`config.mk`:
```
export PLATFORM = sky130hd
export DESIGN_NAME = scg_top
export DESIGN_NICKNAME = d
export VERILOG_FILES = /design/src/core/scg_top.sv /design/src/core/scg_wdt.sv
export SDC_FILE = /design/constraint.sdc
export NUM_CORES = 1
export LEC_CHECK = 0
export BUFFER_PORTS_ARGS = -buffer_cell sky130_fd_sc_hd__buf_2
export CAP_MARGIN = 0
export CORE_MARGIN = 2
export CORE_UTILIZATION = 49
export CTS_CLUSTER_SIZE = 20
export DETAILED_ROUTE_END_ITERATION = 6
export PLACE_DENSITY = 0.84
export SLEW_MARGIN = 40
export SYNTH_ARGS = -nofsm -noshare
export SYNTH_HDL_FRONTEND = slang
export SYNTH_SLANG_ARGS = --single-unit
```
`constraint.sdc`:
```
create_clock -name i_clk -period 2.3 [get_ports i_clk]
set_input_delay 0.115 -clock i_clk [delete_from_list [all_inputs] [get_ports i_clk]]
set_output_delay 0.115 -clock i_clk [all_outputs]
set_load 0.005 [all_outputs]
```
`src/core/scg_top.sv`:
```
package scg_pkg;
	localparam int WDT_W = 12;
	localparam int WDT_MSB = 11;
	localparam logic [11:0] WDT_PRELOAD = 12'hfff;
	localparam logic [11:0] WDT_ONE = 12'h001;
	localparam int PRE_W = 9;
	localparam logic [8:0] PRE_ONE = 9'h001;
	localparam logic [8:0] PRE_RESET = 9'h000;
	// prescaler patterns that mark the last cycle of each divided period
	localparam logic [8:0] DIV16_MASK = 9'h00f;
	localparam logic [8:0] DIV32_MASK = 9'h01f;
	localparam logic [8:0] DIV512_MASK = 9'h1ff;
	typedef enum logic [1:0] {
		ST_RUN,
		ST_STOP,
		ST_SETTLE,
		ST_WAIT
	} scg_state_e;
endpackage : scg_pkg

module scg_top
	import scg_pkg::*;
(
	input wire logic i_clk,
	input wire logic i_rstn,
	input wire logic i_stop_instruction,
	input wire logic i_wait_instruction,
	input wire logic i_irq,
	input wire logic i_wdt_freq_sel,
	input wire logic i_wdt_restart,
	output logic o_cpu_clk_run,
	output logic o_osc_run,
	output logic o_wdt_forced,
	output logic o_low_power,
	output logic [WDT_W-1:0] o_wdt_count
);
	scg_state_e state_reg;
	scg_state_e state_next;
	logic cpu_run_reg;
	logic cpu_run_next;
	logic osc_run_reg;
	logic osc_run_next;
	logic forced_reg;
	logic forced_next;
	logic lp_reg;
	logic lp_next;
	logic [PRE_W-1:0] pre_reg;
	logic [PRE_W-1:0] pre_next;
	logic div32_clock;
	logic div16_tick;
	logic div512_tick;
	logic wdt_tick;
	logic wdt_load;
	logic wdt_msb;
	logic [WDT_W-1:0] wdt_count;

	// prescaler only advances while the oscillator runs
	always_comb begin
		pre_next = pre_reg;
		if (osc_run_reg) begin
			pre_next = pre_reg + PRE_ONE;
		end
	end

	always_ff @(posedge i_clk or negedge i_rstn) begin
		if (!i_rstn) begin
			pre_reg <= PRE_RESET;
		end else begin
			pre_reg <= pre_next;
		end
	end

	// divided-clock enables and watchdog input selection
	always_comb begin
		div32_clock = osc_run_reg && ((pre_reg & DIV32_MASK) == DIV32_MASK);
		div16_tick = osc_run_reg && ((pre_reg & DIV16_MASK) == DIV16_MASK);
		div512_tick = osc_run_reg && (pre_reg == DIV512_MASK);
		if (forced_reg) begin
			wdt_tick = div32_clock;
		end else if (i_wdt_freq_sel) begin
			wdt_tick = div16_tick;
		end else begin
			wdt_tick = div512_tick;
		end
	end

	assign wdt_msb = wdt_count[WDT_MSB];

	// mode sequencing and clock gating
	always_comb begin
		state_next = state_reg;
		cpu_run_next = cpu_run_reg;
		osc_run_next = osc_run_reg;
		forced_next = forced_reg;
		wdt_load = i_wdt_restart;
		if (forced_reg && !wdt_msb) begin
			forced_next = 1'b0;
		end
		case (state_reg)
			ST_RUN: begin
				if (i_stop_instruction) begin
					state_next = ST_STOP;
					cpu_run_next = 1'b0;
					osc_run_next = 1'b0;
					wdt_load = 1'b1;
					forced_next = 1'b1;
				end else if (i_wait_instruction) begin
					state_next = ST_WAIT;
					cpu_run_next = 1'b0;
				end
			end
			ST_STOP: begin
				// without an enabled interrupt only reset leaves here
				if (i_irq) begin
					state_next = ST_SETTLE;
					osc_run_next = 1'b1;
				end
			end
			ST_SETTLE: begin
				if (!wdt_msb) begin
					state_next = ST_RUN;
					cpu_run_next = 1'b1;
				end
			end
			ST_WAIT: begin
				if (i_irq) begin
					state_next = ST_RUN;
					cpu_run_next = 1'b1;
				end
			end
			default: begin
				state_next = ST_RUN;
			end
		endcase
		lp_next = (state_next != ST_RUN);
	end

	// reset always returns to full run
	always_ff @(posedge i_clk or negedge i_rstn) begin
		if (!i_rstn) begin
			state_reg <= ST_RUN;
			cpu_run_reg <= 1'b1;
			osc_run_reg <= 1'b1;
			forced_reg <= 1'b0;
			lp_reg <= 1'b0;
		end else begin
			state_reg <= state_next;
			cpu_run_reg <= cpu_run_next;
			osc_run_reg <= osc_run_next;
			forced_reg <= forced_next;
			lp_reg <= lp_next;
		end
	end

	// watchdog counter
	scg_wdt u_wdt (
		.i_clk(i_clk),
		.i_rstn(i_rstn),
		.i_load(wdt_load),
		.i_tick(wdt_tick),
		.o_count(wdt_count)
	);

	assign o_cpu_clk_run = cpu_run_reg;
	assign o_osc_run = osc_run_reg;
	assign o_wdt_forced = forced_reg;
	assign o_low_power = lp_reg;
	assign o_wdt_count = wdt_count;
endmodule // scg_top

```
`src/core/scg_wdt.sv`:
```
module scg_wdt
	import scg_pkg::*;
(
	input wire logic i_clk,
	input wire logic i_rstn,
	input wire logic i_load,
	input wire logic i_tick,
	output logic [WDT_W-1:0] o_count
);
	logic [WDT_W-1:0] count_reg;
	logic [WDT_W-1:0] count_next;

	// load wins over a tick in the same cycle
	always_comb begin
		count_next = count_reg;
		if (i_load) begin
			count_next = WDT_PRELOAD;
		end else if (i_tick) begin
			count_next = count_reg - WDT_ONE;
		end
	end

	// counter register
	always_ff @(posedge i_clk or negedge i_rstn) begin
		if (!i_rstn) begin
			count_reg <= WDT_PRELOAD;
		end else begin
			count_reg <= count_next;
		end
	end

	assign o_count = count_reg;
endmodule // scg_wdt

```
==> results of run 1 <==
## power by group through the flow
stage               registers (uW)  clock network, uW  logic [uW]
finish                         670                205         293
global route                   685                230         334
CTS                            654                214         269
detailed placement             668                  0         232
global placement               657                  0         218
floorplan                      635                  0         178
## final timing paths
path / start / to / slack, ns / depth (start not counted)
max in group asynchronous: i_rstn / o_osc_run / 1.61 / 2
min in group asynchronous: i_rstn / pre_reg[1] / 0.31 / 2
worst min register to register: pre_reg[6] / pre_reg[6] / 0.50 / 1
worst min-delay path: i_irq / o_osc_run / 0.09 / 3
worst max-delay path: pre_reg[0] / u_wdt.o_count[8] / -0.008 / 10
worst max register to register: pre_reg[0] / u_wdt.o_count[8] / -0.008 / 10
## per-stage QoR
step                hold WS (ns)  util [%]  std cells  area, um^2  setup WS, ns
global route               0.110      62.2        188        1580        -0.101
CTS                       0.0868      61.0        186        1550        0.0156
floorplan                 -0.181         -        127        1340        0.0805
global placement           0.138      58.2        177        1480        0.0690
detailed placement         0.147      58.2        177        1480       -0.0329
finish                    0.0945      62.2        188        1580      -0.00846
## cell usage after synthesis (all sizes together) (4+ instances only)
| master | count | area share (%) |
|---|---|---|
| o31ai | 5 | 2.8 |
| nor2 | 7 | 2.0 |
| a21oi | 6 | 2.2 |
| dfrtp | 13 | 24 |
| nand3 | 12 | 4.5 |
| or4 | 7 | 4.3 |
| o21ai | 4 | 1.5 |
| dfstp | 14 | 27 |
| ha | 4 | 3.7 |
| mux2 | 4 | 3.4 |
| inv | 5 | 1.4 |
| nand2 | 12 | 3.4 |
| xnor2 | 5 | 3.3 |
## per-layer routing
metal	global-route usage, %	vias up	part of all wire (%)
met5	0	-	0
met4	8.16	0	1.3
met3	2.76	2	2.0
met2	30.6	19	49
met1	23.5	572	47
li1	-	527	-
## cells by family (layout without fill, tap and decap cells)
group / count (synthesis) / in the layout / share of synthesized area (%)
buf+inv: 8 / 39 / 2.61
flops: 27 / 27 / 51.7
simple gates: 55 / 55 / 23.0
xor+xnor: 7 / 7 / 4.57
fa+ha+maj: 4 / 4 / 3.73
mux: 4 / 4 / 3.36
compound gates: 22 / 22 / 11.0
## layout make-up
| cell class | count | area (um^2) | share of cell area (%) |
|---|---|---|---|
| inverter | 5 | 18.8 | 1.18 |
| clock buffer | 4 | 26.3 | 1.66 |
| tap | 30 | 37.5 | 2.37 |
| timing repair buffer | 30 | 170 | 10.7 |
| multi-input combinational | 92 | 638 | 40.3 |
| sequential | 27 | 693 | 43.8 |
## tightest hold or removal path, cell delays in order
cell and delay, ns:
buf_2 0.12, a21oi_1 0.14, nor2_1 0.06
## what timing repair did
item / 4_1_cts / 5_1_grt
setup buffers: 4 / 1
hold buffers: 1 / 0
resized for setup: 1 / 4
pin swaps: 0 / 1
endpoints found under the hold margin: 13 / 0
gates cloned: 0 / 1
endpoints found under the setup margin: 2 / 7
==> impl_metrics.ini, run 1 <==
[finish]
final_cell_mix = buf_2 (23), dfstp_2 (14), dfrtp_1 (13)
fillCellCount = 213
final_common_cell = buf_2
insertedDiodeCount = 0
drive_gt1_share_pct = 39.2
layout.nets = 170
syn_to_final_growth_pct = 18.1
largest_register_ffs = 12

[critical_path]
critPathMaxFanout = 6
cp_cell_sequence = ha_4, and3_4, nand3_1, nor2_1, ha_1, and2b_2, o311ai_2, buf_4, or4_2, nand3_1
crit_top_cell = nand3_1
cp_data_arrival_time_ns = 2.59
cp-end-kind = flip-flop
critical_path.top_delay_family = simple AND/OR/NAND/NOR gates
critPathSlowestCell = or4_2
crit_buf_inv = 1
crit_type = flip-flop to flip-flop
slowest_delay_ns = 0.60
cp.required_ns = 2.59
critPathLaunchType = flip-flop

[cts]
htreeDepth = 1
clockBufferDepth = 2
cts_tree = built
clock_sinks = 27
clkLatencyLatePin_ns = 0.33
clockRootBuffer = clkbuf_4
cts_made_buffers = 3
clkTransAtPathRegs_ns = 0.14

[floorplanning]
die_area_mm2 = 0.00317
die_x_um = 56.3
die-height_um = 56.3
pin_count = 23
initial_core_util_pct = 52.7
core_mm2 = 0.00254
std_cell_rows = 18

[yosys]
synth_fp_nets = 138
synth_flop_cell = dfstp_2
syn-cell-area_mm2 = 0.00134
yosys_register_bits = 27
yosysWarningCount = 0
synth_cells = 127
synth_edf_count = 0
async_flop_share_pct = 100
ys_types = 36
syn_area_per_cell_um2 = 10.6
synth.yosys.seq_area_share_pct = 51.7

[timing]
slew_violations = 0
max_freq_ghz = 0.433
setup_viol = 1
fin_skew_ns = 0.00525
layout_setup_ws_ns = -0.00846
period_share_pct = 100
finalSetupTns_ns = -0.00846
slew_headroom_pct = 61.1
rsz0062_at_grt = yes
layout_min_cycle_time_ns = 2.31
tightestPinTransition_ns = 0.583
timing_hold_violations_final = 0

[drt]
wl_per_cell_um = 15.4
drtIter0Drc = 24
vias = 1120
viasPerCell = 5.96
dr.pass1.iters = 5
antenna_left = 0
drc_errors = 0
wirelength_um = 2890

[place]
dp_hpwl_um = 1920
gp_congestion = 0.827
io_buffers = 22

[grt]
grt_overflow_total = 0
grt_max_degree = 28
track_usage_pct = 18.3
grt_pass1_wl_um = 4560
antenna_found_initial = 0
grt_pass1_vias = 1046

[min_path]
min_path_type = input port to flip-flop

[outcome]
status = finished with violations
violations = setup timing

[power_and_ir_drop]
p_switching_uw = 373
combPwrFrac_pct = 25.1
ir_drop_v = 0.000700
power_leakage_uw = 0.000682
switching_share_pct = 31.9
power_frac_seq_pct = 57.4
clkPwrFrac_pct = 17.5
power.density_mw_per_mm2 = 738
p_int_uw = 795
power.total_uw = 1170

[flow_run]
maxCapViolations = 0
No activity file was read; power rests on OpenSTA's default activity.
==> run 2, diff against run 1 <==
- ABC_AREA: not set -> 1
- CORE_UTILIZATION: 49 -> 59
- PLACE_DENSITY: 0.84 -> 0.93
- clock period: 2.3 -> 3 ns (I/O delays scaled with it)
==> impl_metrics.ini, run 2 <==
[finish]
syn_to_final_growth_pct = 11.3
layout.nets = 213
drive_gt1_share_pct = 25.9
final_common_cell = nand2_1
final_cell_mix = nand2_1 (47), inv_1 (24), buf_2 (22)
largest_register_ffs = 12
insertedDiodeCount = 0

[yosys]
synth_edf_count = 0
yosysWarningCount = 0
synth_flop_cell = dfstp_2
synth_fp_nets = 187
synth_cells = 176
yosys_register_bits = 27
synth_largest_area_cell = dfstp_2
synth_most_common_cell = nand2_1
async_flop_share_pct = 100
syn_area_per_cell_um2 = 8.18
syn-cell-area_mm2 = 0.00144
synth.area.top_cells = dfstp_2 (26%), dfrtp_1 (23%), nand2_1 (12%), inv_1 (6.3%), nand3_1 (5.9%)
synth.yosys.seq_area_share_pct = 48.2
synth_top_area_share_pct = 25.6
ys_types = 24
synthTopCellsByCount = nand2_1 (47), inv_1 (24), nand3_1 (17)

[critical_path]
slowest_delay_ns = 0.44
cp-end-kind = flip-flop
crit_buf_inv = 0
critPathSlowestCell = dfrtp_1
crit_type = flip-flop to flip-flop
critPathLaunchType = flip-flop
cp_cell_sequence = ha_1, nand3_1, nor3_1, ha_1, a21oi_1, nand2_2, nand2_4, nand2_4, o21ai_0
ff2ff_setup_slack_ns = 1.27
cp.required_ns = 3.25
critical_path.top_delay_family = flip-flops
cp_data_arrival_time_ns = 1.98
critPathMaxFanout = 8

[grt]
grt_busiest_layer = met2
met3_usage_pct = 5.93
use_met1_pct = 27.3
grt_pass1_wl_um = 4640
grt_use_met2_pct = 37.4
grt_overflow_total = 0
antenna_found_initial = 0
track_usage_pct = 22.3
grt_max_degree = 28
grt_pass1_vias = 1163

[timing]
fin_skew_ns = 0.0171
period_share_pct = 57.7
timing_hold_violations_final = 0
finalSetupTns_ns = 0
tightestPinTransition_ns = 0.570
max_freq_ghz = 0.577
slew_violations = 0
layout_min_cycle_time_ns = 1.73
slew_headroom_pct = 62.0
hold_slack_ns = 0.00820
rsz0062_at_grt = no
setup_viol = 0

[outcome]
status = completed

[floorplanning]
die_area_mm2 = 0.00285
die_x_um = 53.4
initial_core_util_pct = 63.8
pin_count = 23
std_cell_rows = 17
die-height_um = 53.4
core_mm2 = 0.00225

[place]
dp_hpwl_um = 2140
gp_congestion = 0.916
io_buffers = 22

[cts]
clockRootBuffer = clkbuf_4
clkLatencyLatePin_ns = 0.34
cts-resized-gates = 0
clkTransAtPathRegs_ns = 0.15
postCtsSetupRepairBufs = 0
htreeDepth = 1
cts_made_buffers = 3
clockBufferDepth = 2
clock_sinks = 27
cts_tree = built

[power_and_ir_drop]
power_frac_seq_pct = 55.3
p_switching_uw = 383
combPwrFrac_pct = 29.2
power_leakage_uw = 0.000838
p_int_uw = 654
ir_drop_v = 0.000577
power.density_mw_per_mm2 = 648
clkPwrFrac_pct = 15.5
switching_share_pct = 37.0

[drt]
viasPerCell = 5.26
drtIter0Drc = 35
antenna_left = 0
dr.pass1.iters = 4
drc_errors = 0
wirelength_um = 2730
vias = 1205
wl_per_cell_um = 11.9

[min_path]
min_path_type = input port to flip-flop

[flow_run]
maxCapViolations = 0
==> run 2: repair_timing <==
action / CTS / global route
endpoints found under the setup margin: 0 / 0
hold buffers: 1 / 0
hold endpoints to repair: 13 / 0
==> run 2: routing by layer <==
layer	up-vias	wire length, um
met5	-	0
li1	607	-
met3	4	166
met2	41	1350
met4	0	26
met1	553	1190
==> run 2: final cells by class <==
cell class	instances	area (um^2)
clock buffers	3	22.5
clock inverters	1	7.51
fillers	183	653
inverters	27	104
multi-input cells	120	619
flip-flops and latches	27	693
well taps	28	35.0
repair buffers	23	120
==> run 2: worst paths after layout <==
path,cells after the start,start,to
min in group asynchronous,2,i_rstn,pre_reg[8]
worst max register to register,9,pre_reg[0],u_wdt.o_count[1]
worst min register to register,1,pre_reg[6],pre_reg[6]
worst min-delay path,2,i_stop_instruction,state_reg[1]
worst max-delay path,9,pre_reg[0],u_wdt.o_count[1]
max in group asynchronous,2,i_rstn,u_wdt.o_count[9]
==> run 2: worst reg2reg max path: cells and delay by family, from the launching register on <==
kind	cells	cell delay, ns
DFF	1	0.44
and+or+nand+nor	5	0.43
adders and majority gates	2	0.42
AOI/OAI and AO/OA	2	0.35
==> run 2: kinds of logic (layout without fill, tap and decap cells) <==
kind of cell    count (synthesis)  in the layout  share of synthesized area (%)
fa+ha+maj                       4              4                           3.48
simple gates                   90             90                           28.7
flops                          27             27                           48.2
compound gates                 20             20                           7.22
xor+xnor                        6              6                           3.65
buf+inv                        29             54                           8.78
==> run 2: per-stage QoR <==
step	power, uW	util [%]	cell area, um^2	setup WS [ns]	cells
2_1_floorplan	785	-	1440	1.37	176
3_3_place_gp	859	69.3	1560	1.41	224
3_5_place_dp	886	69.3	1560	1.33	224
4_1_cts	1050	71.0	1600	1.29	229
5_1_grt	1120	71.0	1600	1.11	229
6_report	1040	71.0	1600	1.27	229
==> run 2: power by group through the flow <==
stage	sequential [uW]	combinational (uW)	clock, uW
CTS	574	308	164
global route	588	351	177
global placement	572	287	0
floorplan	550	235	0
finish	574	303	161
detailed placement	579	307	0
==> run 3, diff against run 2 <==
- CORE_UTILIZATION: 59 -> 55
- PLACE_DENSITY: 0.93 -> 0.88
- clock period: 3 -> 1.8 ns (I/O delays scaled with it)
==> impl_metrics.ini, run 3 (synthesis results as in run 2) <==
[grt]
antenna_found_initial = 0
grt_pass1_wl_um = 4440
grt_max_degree = 28
grt_pass1_vias = 1100
track_usage_pct = 20.3
grt_overflow_total = 0

[place]
dp_hpwl_um = 1920
io_buffers = 22
gp_congestion = 0.830

[power_and_ir_drop]
ir_drop_v = 0.000852
p_switching_uw = 621
power.total_uw = 1720
p_int_uw = 1100
clkPwrFrac_pct = 14.8
power_frac_seq_pct = 55.6
power_leakage_uw = 0.000844
switching_share_pct = 36.2
power.density_mw_per_mm2 = 1050
combPwrFrac_pct = 29.6

[finish]
fin_util_pct = 65.9
drive_gt1_share_pct = 27.6
layout.nets = 215
largest_register_ffs = 12
final_common_cell = nand2_1
final_cell_mix = nand2_1 (47), inv_1 (23), buf_2 (22)
syn_to_final_growth_pct = 13.4
seqCellArea_um2 = 693
insertedDiodeCount = 0
multi_input_area_um2 = 631
fillCellCount = 208

[critical_path]
crit_type = flip-flop to flip-flop
critical_path.top_delay_family = flip-flops
cp.required_ns = 2.04
critPathLaunchType = flip-flop
crit_buf_inv = 3
cp_data_arrival_time_ns = 1.89
cp-end-kind = flip-flop
slowest_delay_ns = 0.43
critPathMaxFanout = 7
critPathSlowestCell = dfrtp_1
crit_top_cell = inv_1
cp_cell_sequence = ha_2, nand3_1, inv_1, ha_1, o21ai_2, inv_1, nand2_4, buf_4, a21oi_1, o21ai_0

[flow_run]
maxCapViolations = 0

[floorplanning]
die_x_um = 55.2
die_area_mm2 = 0.00304
pin_count = 23
die-height_um = 55.2
std_cell_rows = 18
initial_core_util_pct = 58.1
core_mm2 = 0.00248

[cts]
cts_tree = built
clockRootBuffer = clkbuf_4
clockBufferDepth = 2
clkLatencyLatePin_ns = 0.31
cts_made_buffers = 3
clock_sinks = 27
htreeDepth = 1
clkTransAtPathRegs_ns = 0.13

[drt]
antenna_left = 0
drtIter0Drc = 15
met1_length_um = 1240
dr_wl_met3_um = 117
viasPerCell = 5.09
dr.pass1.iters = 4
routed-wl-met2_um = 1240
drc_errors = 0
wirelength_um = 2620
vias = 1187
highest_layer = met4
wl_per_cell_um = 11.2

[timing]
layout_min_cycle_time_ns = 1.65
tightestPinTransition_ns = 0.592
finalSetupTns_ns = 0
slew_headroom_pct = 60.5
setup_viol = 0
hold_slack_ns = 0.0423
max_freq_ghz = 0.606
rsz0062_at_grt = no
period_share_pct = 91.7
fin_skew_ns = 0.00962
slew_violations = 0
timing_hold_violations_final = 0

[outcome]
status = completed

[min_path]
min_path_type = input port to flip-flop
-- run 3: per-stage QoR --
stage | cells | setup slack (ns) | cell area [um^2]
6_report | 233 | 0.149 | 1630
5_1_grt | 233 | 0.00456 | 1630
3_3_place_gp | 226 | 0.206 | 1560
3_5_place_dp | 226 | 0.146 | 1560
4_1_cts | 232 | 0.130 | 1610
2_1_floorplan | 176 | 0.172 | 1440
-- run 3: path summary, 6_finish.rpt --
check / cells past startpoint / slack (ns) / end / from
min reg2reg: 1 / 0.49 / pre_reg[7] / pre_reg[7]
max reg2reg: 10 / 0.15 / u_wdt.o_count[0] / pre_reg[0]
min in group asynchronous: 2 / 0.29 / state_reg[1] / i_rstn
max: 10 / 0.15 / u_wdt.o_count[0] / pre_reg[0]
max in group asynchronous: 2 / 1.11 / pre_reg[7] / i_rstn
min: 3 / 0.04 / o_osc_run / i_irq
-- run 3: layer usage --
metal,GRT usage (%),up-vias
met4,7.32,0
met5,0,-
met2,33.1,26
met1,28.1,551
met3,2.42,2
li1,-,608
-- run 3: layout make-up --
type                            count  area share, %
Tap cell                           30           2.30
Sequential cell                    27           42.5
Inverter                           27           6.52
Multi-Input combinational cell    120           38.7
Clock buffer                        4           1.61
Timing Repair Buffer               25           8.44
-- run 3: power groups by stage --
stage	clock network [uW]	logic, uW	registers [uW]
floorplan	0	391	917
global placement	0	488	959
detailed placement	0	497	964
CTS	266	504	953
global route	286	594	980
finish	254	508	955
-- run 3: repair_timing --
action / 4_1_cts / 5_1_grt
hold buffers: 2 / 0
gates resized for setup: 0 / 5
hold endpoints to repair: 14 / 0
buffers inserted: 0 / 1
endpoints found under the setup margin: 0 / 9
-- run 3: worst min-delay path: cells and delay by family --
kind,cells,cell delay [ns]
AO/OA/AOI/OAI,1,0.10
buffers and inverters,2,0.16
